`config.mk`:
```
export PLATFORM = sky130hd
export DESIGN_NAME = mbs_brake_seq
export DESIGN_NICKNAME = d
export VERILOG_FILES = /design/src/hdl/mbs_pkg.sv /design/src/hdl/mbs_brake_seq.sv /design/src/hdl/mbs_delay_timer.sv
export VERILOG_INCLUDE_DIRS = /design/src /design/src/hdl
export SDC_FILE = /design/constraint.sdc
export NUM_CORES = 1
export LEC_CHECK = 0
export ABC_AREA = 1
export BUFFER_PORTS_ARGS = -buffer_cell sky130_fd_sc_hd__buf_2
export CAP_MARGIN = 20
export CORE_MARGIN = 2
export CORE_UTILIZATION = 53
export CTS_BUF_LIST = sky130_fd_sc_hd__clkbuf_8 sky130_fd_sc_hd__clkbuf_16
export DETAILED_ROUTE_END_ITERATION = 10
export HOLD_SLACK_MARGIN = 0.1
export PLACE_DENSITY = 0.78
export SLEW_MARGIN = 20
export SYNTH_ARGS = -nofsm -noshare
export SYNTH_HDL_FRONTEND = slang
export SYNTH_SLANG_ARGS = --single-unit
```
`constraint.sdc`:
```
create_clock -name i_clk -period 1.85 [get_ports i_clk]
set_clock_uncertainty 0.2 [all_clocks]
set_input_delay 0.37 -clock i_clk [delete_from_list [all_inputs] [get_ports i_clk]]
set_output_delay 0.37 -clock i_clk [all_outputs]
set_load 0.05 [all_outputs]
```
`src/hdl/mbs_defines.svh`:
```
// Constants for the motor brake release sequencer
`ifndef MBS_DEFINES_SVH
`define MBS_DEFINES_SVH

// Widths of settings, speed and prescaler
`define MBS_SETTING_W     16
`define MBS_SPEED_W       16
`define MBS_PRE_W         17

// Delay unit and clock period
`define MBS_DELAY_UNIT_NS 1000000
`define MBS_CLK_PERIOD_NS 10
`define MBS_CYC_PER_MS    (`MBS_DELAY_UNIT_NS / `MBS_CLK_PERIOD_NS)

// Reset values
`define MBS_RST_BRAKE     1'h0
`define MBS_RST_SYNC      2'h0

`endif

```
`src/hdl/mbs_pkg.sv`:
```
// Types for the motor brake release sequencer
`default_nettype none
`include "mbs_defines.svh"

package mbs_pkg;

    // Sequencer states
    typedef enum logic [1:0] {
        ST_LOCKED,
        ST_ON_WAIT,
        ST_RELEASED,
        ST_OFF_WAIT
    } mbs_state_e;

    // Settings that shape the brake output
    typedef struct packed {
        logic [`MBS_SETTING_W-1:0] brake_on_delay_setting;
        logic [`MBS_SETTING_W-1:0] brake_off_delay_setting;
        logic [`MBS_SPEED_W-1:0]   zero_speed_threshold_setting;
    } mbs_cfg_s;

endpackage

`default_nettype wire

```
`src/hdl/mbs_brake_seq.sv`:
```
// Motor brake release sequencer top
//
// Behaviour
// Output low while operating means the brake holds the motor locked.
// Output high means brake released and motor free to rotate.
// Separate programmable on-delay and off-delay shape the output.
// Brake engages only after the servo has been switched off.
// External brake controller engages during deceleration only.
// External brake force acts in the motor braking direction.
// Servo off, speed above threshold: output drops when off-delay elapses.
// Servo off: output drops early once speed falls below threshold.
// Servo on: output rises only after the on-delay has elapsed.
`default_nettype none
`include "mbs_defines.svh"

module mbs_brake_seq #(
    parameter int P_CYC_PER_MS = `MBS_CYC_PER_MS
) (
    input  wire logic                    i_clk,
    input  wire logic                    i_rst,
    input  wire logic                    i_servo_enable_input,
    input  wire logic [`MBS_SPEED_W-1:0] i_motor_speed,
    input  wire mbs_pkg::mbs_cfg_s       i_cfg,
    output var  logic                    o_brake_release_output
);

    logic [1:0]          sync_r;
    logic [1:0]          sync_nxt;
    logic                servo_on;
    mbs_pkg::mbs_state_e state_r;
    mbs_pkg::mbs_state_e state_nxt;
    logic                brake_r;
    logic                brake_nxt;
    logic                on_run;
    logic                off_run;
    logic                on_done;
    logic                off_done;
    logic                below_thr;

    // Pin synchroniser for the servo enable
    always_comb begin
        sync_nxt = {sync_r[0], i_servo_enable_input};
    end

    always_ff @(posedge i_clk) begin
        if (i_rst) begin
            sync_r <= `MBS_RST_SYNC;
        end else begin
            sync_r <= sync_nxt;
        end
    end

    assign servo_on = sync_r[1];

    // Speed compare against zero-speed threshold
    assign below_thr = (i_motor_speed < i_cfg.zero_speed_threshold_setting);

    // Timers run only in their wait states
    assign on_run  = (state_r == mbs_pkg::ST_ON_WAIT);
    assign off_run = (state_r == mbs_pkg::ST_OFF_WAIT);

    // on-delay timer
    mbs_delay_timer #(
        .P_CYC_PER_MS (P_CYC_PER_MS)
    ) u_on_timer (
        .i_clk      (i_clk),
        .i_rst      (i_rst),
        .i_run      (on_run),
        .i_delay_ms (i_cfg.brake_on_delay_setting),
        .o_done     (on_done)
    );

    // off-delay timer
    mbs_delay_timer #(
        .P_CYC_PER_MS (P_CYC_PER_MS)
    ) u_off_timer (
        .i_clk      (i_clk),
        .i_rst      (i_rst),
        .i_run      (off_run),
        .i_delay_ms (i_cfg.brake_off_delay_setting),
        .o_done     (off_done)
    );

    // Next state and output of the sequencer
    always_comb begin
        state_nxt = state_r;
        brake_nxt = brake_r;
        case (state_r)
            mbs_pkg::ST_LOCKED: begin
                // brake holds motor
                brake_nxt = 1'h0;
                if (servo_on) begin
                    state_nxt = mbs_pkg::ST_ON_WAIT;
                end
            end
            mbs_pkg::ST_ON_WAIT: begin
                brake_nxt = 1'h0;
                if (!servo_on) begin
                    state_nxt = mbs_pkg::ST_LOCKED;
                end else if (on_done) begin
                    // release after on-delay
                    state_nxt = mbs_pkg::ST_RELEASED;
                    brake_nxt = 1'h1;
                end
            end
            mbs_pkg::ST_RELEASED: begin
                // motor free to rotate
                brake_nxt = 1'h1;
                if (!servo_on) begin
                    state_nxt = mbs_pkg::ST_OFF_WAIT;
                end
            end
            mbs_pkg::ST_OFF_WAIT: begin
                brake_nxt = 1'h1;
                if (servo_on) begin
                    // no engage while servo on
                    state_nxt = mbs_pkg::ST_RELEASED;
                end else if (off_done || below_thr) begin
                    // elapsed or slow enough
                    state_nxt = mbs_pkg::ST_LOCKED;
                    brake_nxt = 1'h0;
                end
            end
            default: begin
                state_nxt = mbs_pkg::ST_LOCKED;
                brake_nxt = 1'h0;
            end
        endcase
    end

    // Sequencer registers
    always_ff @(posedge i_clk) begin
        if (i_rst) begin
            state_r <= mbs_pkg::ST_LOCKED;
            brake_r <= `MBS_RST_BRAKE;
        end else begin
            state_r <= state_nxt;
            brake_r <= brake_nxt;
        end
    end

    assign o_brake_release_output = brake_r;
endmodule

`default_nettype wire

```
`src/hdl/mbs_delay_timer.sv`:
```
// Millisecond delay timer, cleared while not running
`default_nettype none
`include "mbs_defines.svh"

module mbs_delay_timer #(
    parameter int P_CYC_PER_MS = `MBS_CYC_PER_MS
) (
    input  wire logic                      i_clk,
    input  wire logic                      i_rst,
    input  wire logic                      i_run,
    input  wire logic [`MBS_SETTING_W-1:0] i_delay_ms,
    output var  logic                      o_done
);

    localparam logic [`MBS_PRE_W-1:0] PRE_LAST = `MBS_PRE_W'(P_CYC_PER_MS - 1);

    logic [`MBS_PRE_W-1:0]     pre_r;
    logic [`MBS_PRE_W-1:0]     pre_nxt;
    logic [`MBS_SETTING_W-1:0] ms_r;
    logic [`MBS_SETTING_W-1:0] ms_nxt;
    logic                      done_r;
    logic                      done_nxt;

    // Prescaler, saturating ms count and elapsed flag
    always_comb begin
        pre_nxt  = pre_r;
        ms_nxt   = ms_r;
        done_nxt = 1'h0;
        if (!i_run) begin
            pre_nxt = '0;
            ms_nxt  = '0;
        end else begin
            done_nxt = (ms_r >= i_delay_ms);
            if (pre_r == PRE_LAST) begin
                pre_nxt = '0;
                if (ms_r != '1) begin
                    ms_nxt = ms_r + `MBS_SETTING_W'(1);
                end
            end else begin
                pre_nxt = pre_r + `MBS_PRE_W'(1);
            end
        end
    end

    // State registers
    always_ff @(posedge i_clk) begin
        if (i_rst) begin
            pre_r  <= '0;
            ms_r   <= '0;
            done_r <= 1'h0;
        end else begin
            pre_r  <= pre_nxt;
            ms_r   <= ms_nxt;
            done_r <= done_nxt;
        end
    end

    assign o_done = done_r;

endmodule

`default_nettype wire

```
==> results of run 1 <==
-- routing by layer --
layer	vias to the layer above	part of all wire [%]
met4	0	2.0
li1	2496	-
met3	26	3.7
met1	2224	41
met5	-	0
met2	96	54
-- registers in the layout, summed over array words and instances, names as in the netlist, named ones only --
signal                  count
o_brake_release_output      1
state_r                     1
sync_r                      2
u_off_timer.ms_r           16
u_off_timer.o_done          1
u_off_timer.pre_r          17
u_on_timer.ms_r            16
u_on_timer.o_done           1
u_on_timer.pre_r           17
-- cells by family after synthesis --
family          Yosys count  synth area share [%]
simple gates            326                  29.3
buf+inv                 125                  10.3
compound gates           93                  10.6
flops                    73                  30.1
fa+ha+maj                51                  13.1
xor+xnor                 36                  6.49
-- worst max-delay path: stages (launching register included) --
cell and delay (ps):
sky130_fd_sc_hd__dfxtp_1 470, sky130_fd_sc_hd__nand2_1 120, sky130_fd_sc_hd__nor2_1 160, sky130_fd_sc_hd__nand2_1 120
sky130_fd_sc_hd__nor2_2 150, sky130_fd_sc_hd__nand3b_4 250, sky130_fd_sc_hd__buf_8 170, sky130_fd_sc_hd__nand2_2 70
sky130_fd_sc_hd__a21oi_2 150
-- synth_stat cells, types with 11 or more instances --
| master | count | area, µm² |
|---|---|---|
| sky130_fd_sc_hd__nand4_1 | 11 | 68.8 |
| sky130_fd_sc_hd__o21ai_0 | 16 | 80.1 |
| sky130_fd_sc_hd__nand2_1 | 157 | 589 |
| sky130_fd_sc_hd__nor2_1 | 66 | 248 |
| sky130_fd_sc_hd__xor2_1 | 24 | 210 |
| sky130_fd_sc_hd__ha_1 | 51 | 638 |
| sky130_fd_sc_hd__a21oi_1 | 61 | 305 |
| sky130_fd_sc_hd__xnor2_1 | 12 | 105 |
| sky130_fd_sc_hd__inv_1 | 113 | 424 |
| sky130_fd_sc_hd__dfxtp_1 | 73 | 1460 |
| sky130_fd_sc_hd__nand3_1 | 37 | 185 |
| sky130_fd_sc_hd__nor3_1 | 26 | 130 |
-- power by group --
| group | internal (mW) | leakage [nW] | switching (mW) |
|---|---|---|---|
| sequential | 1.57 | 0.592 | 0.00321 |
| clock | 0.692 | 0.107 | 0.627 |
| combinational | 0.119 | 2.09 | 0.120 |
| total | 2.38 | 2.79 | 0.750 |
-- final timing paths --
path                                      to  slack, ps  cells past startpoint
max          u_on_timer.ms_r[4]$_SDFFE_PP0P_        -80                      8
max reg2reg  u_on_timer.ms_r[4]$_SDFFE_PP0P_        -80                      8
min reg2reg             sync_r[1]$_SDFF_PP0_        210                      2
min                  state_r[0]$_SDFFE_PP0P_        150                      4
-- per-stage QoR --
step	utilization [%]	std cells	TNS (ps)	cell area, µm²	hold slack [ps]
final	71.0	932	-1100	6250	150
after global routing	71.0	932	-6140	6250	160
after CTS	66.9	927	-17.4	5890	134
after detailed placement	62.7	903	-214	5520	199
after global placement	62.7	903	0	5520	198
after floorplan	-	704	0	4860	188
-- cell type report --
cell class	instances	area [µm²]
multi-input cells	506	3250
fillers	687	2550
well taps	108	135
flip-flops and latches	73	1470
inverters	117	454
clock inverters	5	55.1
repair buffers	110	724
repair inverters	2	15.0
clock buffers	11	151
-- repair_timing --
action,CTS,global route
hold buffers,3,0
resized for setup,21,94
setup endpoints to repair,20,67
hold endpoints to repair,2,0
setup buffers,4,3
pin swaps,1,22
gates cloned,1,2
==> metrics.yaml, run 1 <==
drtIter0Drc: 133
critical_path_peak_fanout: 7
data_arrival_time_at_the_worst_slack_endpoint_ps: 2010
worst_ep_required_time_ps: 1930
synth_area_um2: 4860
fin_crit_sh_pct: 104
firstDrtPassIters: 4
antenna_found_initial: 0
finalHoldViolations: 0
min_path_type: "in2reg"
worstSkewPairLatency_ps: 360
num_antenna_cells: 0
wl_um: 11800
hold_path_startpoint: "i_rst"
cts.sink_count: 73
grt_overflow_total: 0
core_region_area_um2: 8810
rsz0062_at_grt: "true"
dp_worst_setup_slack_ps: -53.5
cts-root-buf: "sky130_fd_sc_hd__clkbuf_8"
postSynthAreaPerCell_um2: 6.90
grt.met1_usage_pct: 25.2
ys_ff_latch: 73
synth.yosys.warnings: 0
timing.final.crit_period_ps: 1930
antenna_left: 0
static-leakage-power_nw: 2.79
most_common_cell_after_layout_fill_and_taps_aside: "sky130_fd_sc_hd__nand2_1"
setup.worst_path.start_class: "flip-flop"
core.rowCount: 34
cap_viol_max_count: 0
critical_path_class: "reg2reg"
half_perimeter_wire_length_after_placement_um: 8450
clk_pin_slew_worst_paths_ps: 80
cp-startpoint: "u_on_timer.ms_r[4]$_SDFFE_PP0P_"
met2_track_utilization_from_global_routing_pct: 44.3
drv_slew: 0
grt_util_all_layers_pct: 23.2
postSynth.asyncResetShare_pct: 0
globalplace.congestion: 1.01
area_delta_synth_final_pct: 28.6
first_global_vias: 4678
post_synth_num_cell_types: 35
slew_headroom_pct: 65.8
post_route_cells_drive_above_1_share_pct: 27.4
synth_enable_flop_cells: 0
yosys_most_used_dff: "sky130_fd_sc_hd__dfxtp_1"
post-route-drc-count: 0
syn-num-nets: 822
r2r_startpoint: "u_on_timer.ms_r[4]$_SDFFE_PP0P_"
worst_pin_slew_ps: 508
grt_start_max_net_pins: 18
vias_per_cell: 5.20
final_net_count: 937
total_power_mw: 3.13
numPortBuffers: 67
mostFrequentLayoutCells: "sky130_fd_sc_hd__nand2_1, sky130_fd_sc_hd__inv_1, sky130_fd_sc_hd__buf_2"
timing.fmax_mhz: 519
seq_area_frac_synth_pct: 30.1
floorplan.die.height_um: 99.8
io_pins: 68
peakVddDrop_mv: 0.376
full_die_area_um2: 9950
tritoncts: "yes"
num_vias: 4842
wire_per_inst_um: 12.7
cts_htree_levels: 3
failed_checks: "negative setup slack"
cellPowerDensity_nw_per_um2: 501
cts_inserted_buffers: 9
synth_cells: 704
grt_first_pass_wirelength_um: 19100
setup_viol: 28
max_root_sink_buffers: 2
dieWidth_um: 99.8
initial_utilization_pct: 55.2
finalWorstSetupSlack_ps: -75.5
globalRouteMet3Util_pct: 5.50
grt_busiest_layer: "met2"
status: "finished, violations left"
critical_path_end_type: "flip-flop"
No activity file was read; power rests on OpenSTA's default activity.
==> inputs of run 2 (changes only) <==
--- a/config.mk
+++ b/config.mk
@@ -6,15 +6,14 @@
 export SDC_FILE = /design/constraint.sdc
 export NUM_CORES = 1
 export LEC_CHECK = 0
-export ABC_AREA = 1
 export BUFFER_PORTS_ARGS = -buffer_cell sky130_fd_sc_hd__buf_2
 export CAP_MARGIN = 20
 export CORE_MARGIN = 2
-export CORE_UTILIZATION = 53
+export CORE_UTILIZATION = 52
 export CTS_BUF_LIST = sky130_fd_sc_hd__clkbuf_8 sky130_fd_sc_hd__clkbuf_16
 export DETAILED_ROUTE_END_ITERATION = 10
 export HOLD_SLACK_MARGIN = 0.1
-export PLACE_DENSITY = 0.78
+export PLACE_DENSITY = 0.77
 export SLEW_MARGIN = 20
 export SYNTH_ARGS = -nofsm -noshare
 export SYNTH_HDL_FRONTEND = slang
==> run 2 against run 1 <==
Against the previous run: non-clock buffer count is 67 higher; the run still ends with negative setup slack left; fmax is 15% lower; highest routed layer unchanged; die area down 6.9%; synthesized cell count fell by 25%; cell area increased by 4.0%.
==> metrics.yaml, run 2 <==
status: "finished, violations left"
failed_checks: "negative setup slack"
full_die_area_um2: 9260
drv_slew: 0
core_region_area_um2: 8220
dieWidth_um: 96.3
power_frac_seq_pct: 51.1
postSynth.asyncResetShare_pct: 0
first_global_vias: 4485
wire_per_inst_um: 14.8
filler_cells: 531
critical_path.top_delay_family: "simple AND/OR/NAND/NOR gates"
layout_top_registers: "u_off_timer.pre_r: 17 flops, u_on_timer.pre_r: 17 flops"
cap_viol_max_count: 0
grt_first_pass_wirelength_um: 18100
cp_slowest_cell: "sky130_fd_sc_hd__or4_1"
clk_pin_slew_worst_paths_ps: 70
dp_worst_setup_slack_ps: -469
worst_pin_slew_ps: 460
synth.yosys.warnings: 0
worstSkewPairLatency_ps: 350
setup_viol: 48
ff_latch_area_um2: 1490
timing.final.crit_period_ps: 2260
core.rowCount: 33
synthDominantAreaCellType: "sky130_fd_sc_hd__dfxtp_1"
static-leakage-power_nw: 2.79
seq_area_frac_synth_pct: 33.0
synth_area_um2: 4430
data_arrival_time_at_the_worst_slack_endpoint_ps: 2340
io_pins: 68
final_net_count: 825
grt_util_all_layers_pct: 24.7
cts_htree_levels: 3
cellPowerDensity_nw_per_um2: 474
num_antenna_cells: 0
postSynthAreaPerCell_um2: 8.33
drtIter0Drc: 221
cts.sink_count: 73
mostFrequentLayoutCells: "sky130_fd_sc_hd__buf_4, sky130_fd_sc_hd__buf_2, sky130_fd_sc_hd__nor2_1"
timing.fmax_mhz: 443
clockPowerShare_pct: 40.6
final_core_utilization_pct: 79.2
ys_top_cells_by_count: "sky130_fd_sc_hd__dfxtp_1, sky130_fd_sc_hd__nor2_1, sky130_fd_sc_hd__inv_1, sky130_fd_sc_hd__ha_1, sky130_fd_sc_hd__nand2_1"
post_synth_num_cell_types: 50
synth_most_common_cell: "sky130_fd_sc_hd__dfxtp_1"
synthDominantCellAreaShare_pct: 33.0
post_route_cells_drive_above_1_share_pct: 41.0
antenna_left: 0
fin_crit_sh_pct: 122
yosys_most_used_dff: "sky130_fd_sc_hd__dfxtp_1"
tns_ps: -14010
numPortBuffers: 67
finalWorstSetupSlack_ps: -407
min_path_type: "reg2reg"
rsz0062_at_grt: "true"
worst_path_most_repeated_cell: "sky130_fd_sc_hd__or4_1"
tritoncts: "yes"
initial_utilization_pct: 53.9
combinational_fraction_of_design_power_pct: 8.3
synth_enable_flop_cells: 0
half_perimeter_wire_length_after_placement_um: 7900
syn-num-nets: 649
cts_inserted_buffers: 9
synth_cells: 531
cell_internal_pwr_mw: 2.36
wl_um: 12100
post-route-drc-count: 0
firstDrtPassIters: 5
setup.worst_path.start_class: "flip-flop"
switching_power_mw: 0.726
most_common_cell_after_layout_fill_and_taps_aside: "sky130_fd_sc_hd__buf_4"
globalplace.congestion: 0.830
peakVddDrop_mv: 0.352
area_delta_synth_final_pct: 47.0
max_root_sink_buffers: 2
grt_overflow_total: 0
vias_per_cell: 5.53
worst_path_largest_cell_delay_ps: 500
num_vias: 4517
floorplan.die.height_um: 96.3
netlist_top_cells_area: "sky130_fd_sc_hd__dfxtp_1, sky130_fd_sc_hd__ha_1, sky130_fd_sc_hd__nor2_1"
ys_ff_latch: 73
finalHoldViolations: 0
multi_input_area_um2: 3150
switching_share_pct: 23.5
critical_path_peak_fanout: 18
critical_path_class: "reg2reg"
critical_path_end_type: "flip-flop"
timing.critical_path.cells: "or4_1, or4_4, buf_12, or4_1, a21oi_1"
worst_ep_required_time_ps: 1930
slew_headroom_pct: 69.0
antenna_found_initial: 0
grt_start_max_net_pins: 19
worst-path-buf-inv: 1
cts-root-buf: "sky130_fd_sc_hd__clkbuf_8"
[run 2: changes by cell type after synthesis, sizes merged, moves of 9 or more]
cell,previous run,this run
nand2,167,30
inv,117,55
a21oi,71,28
nor3,28,12
xnor2,12,26
nand3,38,25
and3,0,10
nand4,11,21
or3,0,10
and4,0,9
[run 2: worst paths after layout]
kind                            cells past startpoint                            start                                to  slack, ps
worst min-delay path                                1             sync_r[0]$_SDFF_PP0_              sync_r[1]$_SDFF_PP0_        280
worst max-delay path                                5  u_on_timer.pre_r[14]$_SDFF_PP0_  u_on_timer.ms_r[15]$_SDFFE_PP0P_       -410
worst min register to register                      1             sync_r[0]$_SDFF_PP0_              sync_r[1]$_SDFF_PP0_        280
worst max register to register                      5  u_on_timer.pre_r[14]$_SDFF_PP0_  u_on_timer.ms_r[15]$_SDFFE_PP0P_       -410
[run 2: repair_timing]
item	CTS	global route
buffers inserted	7	4
setup endpoints to repair	49	70
gates resized for setup	28	66
hold buffers	3	0
pin swaps	13	21
gates cloned	1	1
endpoints found under the hold margin	3	0
[run 2: area by class of cell]
| type | count | area share (%) |
|---|---|---|
| clock inverters | 6 | 0.904 |
| clock buffers | 10 | 2.12 |
| inverters | 55 | 3.52 |
| well taps | 105 | 2.02 |
| repair buffers | 177 | 20.1 |
| multi-input cells | 391 | 48.4 |
| flip-flops and latches | 73 | 22.9 |
[run 2: stage by stage]
stage / instances / power (mW) / area (µm²) / hold slack [ps]
floorplan: 531 / 1.73 / 4640 / 214
global placement: 787 / 1.83 / 5770 / 222
detailed placement: 787 / 1.84 / 5770 / 262
CTS: 814 / 3.07 / 6200 / 277
global route: 817 / 3.20 / 6500 / 284
finish: 817 / 3.08 / 6500 / 279
[run 2: power groups by stage]
stage          clock [mW]  sequential, mW  combinational (mW)
5_1_grt              1.33            1.57               0.291
2_1_floorplan           0            1.61               0.122
3_3_place_gp            0            1.61               0.215
4_1_cts              1.25            1.57               0.241
6_report             1.25            1.57               0.256
3_5_place_dp            0            1.61               0.230
[run 2: logic make-up (layout without fill, tap and decap cells)]
logic type | after synthesis | after routing | synth area share, %
buffers and inverters | 67 | 248 | 6.02
AO/OA/AOI/OAI | 78 | 78 | 10.9
XOR/XNOR | 44 | 44 | 8.71
adder cells (fa/ha/maj) | 51 | 51 | 14.4
multiplexers | 1 | 1 | 0.226
flip-flops | 73 | 73 | 33.0
AND/OR/NAND/NOR | 217 | 217 | 26.7
[run 2: worst reg2reg max path: stages, from the launching register on]
cell                      delay, ps
sky130_fd_sc_hd__dfxtp_2        330
sky130_fd_sc_hd__or4_1          500
sky130_fd_sc_hd__or4_4          440
sky130_fd_sc_hd__buf_12         170
sky130_fd_sc_hd__or4_1          410
sky130_fd_sc_hd__a21oi_1        140
[run 2: layer usage]
layer  global-route usage (%)  up-vias  part of all wire [%]
met1                     26.2     2120                    40
met2                     47.0      140                    53
li1                         -     2220                     -
met3                     4.31       37                   4.2
met5                        0        -                     0
met4                     11.2        0                   3.0
==> inputs of run 3 (changes only) <==
--- a/config.mk
+++ b/config.mk
@@ -8,12 +8,14 @@
 export LEC_CHECK = 0
 export BUFFER_PORTS_ARGS = -buffer_cell sky130_fd_sc_hd__buf_2
 export CAP_MARGIN = 20
+export CELL_PAD_IN_SITES_DETAIL_PLACEMENT = 1
+export CELL_PAD_IN_SITES_GLOBAL_PLACEMENT = 1
 export CORE_MARGIN = 2
-export CORE_UTILIZATION = 52
+export CORE_UTILIZATION = 39
 export CTS_BUF_LIST = sky130_fd_sc_hd__clkbuf_8 sky130_fd_sc_hd__clkbuf_16
 export DETAILED_ROUTE_END_ITERATION = 10
 export HOLD_SLACK_MARGIN = 0.1
-export PLACE_DENSITY = 0.77
+export PLACE_DENSITY_LB_ADDON = 0.1
 export SLEW_MARGIN = 20
 export SYNTH_ARGS = -nofsm -noshare
 export SYNTH_HDL_FRONTEND = slang
==> run 3 against run 2 <==
Against the previous run: the run still ends with negative setup slack left; count of clock-buffer cells in the layout did not move; routed wire length increased by 23%; critical path depth increased by 1; global-route usage shrank 1.5 points; utilization is 17 points lower; cell area grew 4.3%; register-to-register slack worse by 50 ps.
==> metrics.yaml, run 3 (same netlist as run 2, synthesis figures left out) <==
final_cells: 865
reg2reg_depth: 6
grt_overflow_total: 0
wire_per_inst_um: 17.1
antenna_found_initial: 0
finalHoldViolations: 0
cts_htree_levels: 3
peakVddDrop_mv: 0.470
post-route-drc-count: 0
core_region_area_um2: 10900
grt_util_all_layers_pct: 23.2
layout_top_registers: "u_off_timer.pre_r: 17 flops, u_on_timer.pre_r: 17 flops"
num_antenna_cells: 0
fin_crit_sh_pct: 125
r2r-end: "u_on_timer.ms_r[10]$_SDFFE_PP0P_"
floorplan.die.height_um: 111
grt_first_pass_wirelength_um: 23700
final_net_count: 839
first_global_vias: 5156
critical_path_class: "reg2reg"
worst_path_largest_cell_delay_ps: 510
switching_power_mw: 0.819
max_root_sink_buffers: 2
timing.critical_path.cells: "or4_1, or4_4, buf_12, nor4b_4, xnor2_1, nor2_1"
cellPowerDensity_nw_per_um2: 513
cp_slowest_cell: "sky130_fd_sc_hd__or4_1"
static-leakage-power_nw: 2.92
slew_headroom_pct: 71.0
wl_um: 14800
cts-root-buf: "sky130_fd_sc_hd__clkbuf_16"
firstDrtPassIters: 4
cell_internal_pwr_mw: 2.66
half_perimeter_wire_length_after_placement_um: 10000
min_path_type: "in2reg"
failed_checks: "negative setup slack"
dieWidth_um: 111
power_frac_seq_pct: 45.3
reg2reg_setup_slack_ps: -460
initial_utilization_pct: 40.5
vias_per_cell: 5.37
globalplace.congestion: 0.791
combinational_fraction_of_design_power_pct: 8.4
grt_start_max_net_pins: 19
cts.sink_count: 73
core.rowCount: 38
worstSkewPairLatency_ps: 330
r2r_startpoint: "u_on_timer.pre_r[14]$_SDFF_PP0_"
mostFrequentLayoutCells: "sky130_fd_sc_hd__buf_4, sky130_fd_sc_hd__buf_2, sky130_fd_sc_hd__nor2_1"
numPortBuffers: 67
setup_viol: 51
worst_pin_slew_ps: 431
data_arrival_time_at_the_worst_slack_endpoint_ps: 2310
switching_share_pct: 23.5
drv_slew: 0
full_die_area_um2: 12200
worst_ep_required_time_ps: 1860
io_pins: 68
finalWorstSetupSlack_ps: -456
clk_pin_slew_worst_paths_ps: 60
num_vias: 4649
rsz0062_at_grt: "true"
timing.fmax_mhz: 434
clockPowerShare_pct: 46.3
holdWs_ps: 107
cp-startpoint: "u_on_timer.pre_r[14]$_SDFF_PP0_"
antenna_left: 0
critical_path_peak_fanout: 18
drtIter0Drc: 105
critical_path.endpoint: "u_on_timer.ms_r[10]$_SDFFE_PP0P_"
tns_ps: -14160
most_common_cell_after_layout_fill_and_taps_aside: "sky130_fd_sc_hd__buf_4"
area_delta_synth_final_pct: 53.3
timing.final.crit_period_ps: 2310
post_route_cells_drive_above_1_share_pct: 42.8
setup.worst_path.start_class: "flip-flop"
status: "finished, violations left"
critical_path_end_type: "flip-flop"
cap_viol_max_count: 0
dp_worst_setup_slack_ps: -491
dp_cells: 830
cts_inserted_buffers: 9
tritoncts: "yes"
-- run 3: worst min path at each step --
stage | startpoint | end | slack, ps | depth (start not counted)
after CTS | i_rst | state_r[0]$_SDFFE_PP0P_ | 100 | 2
after global placement | sync_r[0]$_SDFF_PP0_ | sync_r[1]$_SDFF_PP0_ | 220 | 1
after global routing | i_rst | state_r[0]$_SDFFE_PP0P_ | 140 | 2
after floorplan | sync_r[0]$_SDFF_PP0_ | sync_r[1]$_SDFF_PP0_ | 210 | 1
final | i_rst | state_r[0]$_SDFFE_PP0P_ | 110 | 2
after detailed placement | sync_r[0]$_SDFF_PP0_ | sync_r[1]$_SDFF_PP0_ | 240 | 1
-- run 3: through the flow --
stage / utilization [%] / instance area (µm²) / power [mW]
6_report: 62.0 / 6790 / 3.48
4_1_cts: 59.9 / 6560 / 3.50
3_5_place_dp: 53.8 / 5880 / 1.86
3_3_place_gp: 53.8 / 5880 / 1.84
5_1_grt: 62.0 / 6790 / 3.63
2_1_floorplan: - / 4640 / 1.73
-- run 3: area by class of cell --
type | instances | area, µm²
inverter | 55 | 231
multi-input combinational | 391 | 3230
fill | 1295 | 4150
clock inverter | 5 | 32.5
sequential | 73 | 1490
clock buffer | 10 | 239
tap | 140 | 175
timing repair buffer | 191 | 1390
-- run 3: per-layer routing --
layer / track usage [%] / vias up / wire length, µm
li1: - / 2249 / -
met1: 26.3 / 2232 / 5780
met2: 43.8 / 118 / 7950
met3: 2.52 / 50 / 480
met4: 9.75 / 0 / 589
met5: 0 / - / 0
-- run 3: what timing repair did --
item	CTS	global route
setup buffers	13	3
pin swaps	26	19
endpoints found under the setup margin	70	70
hold buffers	3	0
gates cloned	1	1
gates resized for setup	58	45
endpoints found under the hold margin	2	0
-- run 3: power groups by stage --
stage	Combinational [mW]	Sequential, mW	Clock [mW]
6_report	0.293	1.58	1.61
5_1_grt	0.333	1.58	1.72
4_1_cts	0.277	1.58	1.65
3_5_place_dp	0.246	1.61	0
3_3_place_gp	0.227	1.61	0
2_1_floorplan	0.122	1.61	0
-- run 3: worst max-delay path, delay by kind of cell (launching register included) --
kind | cells | cell delay (ps)
flops | 1 | 320
simple gates | 4 | 1290
buf+inv | 1 | 180
xor+xnor | 1 | 200
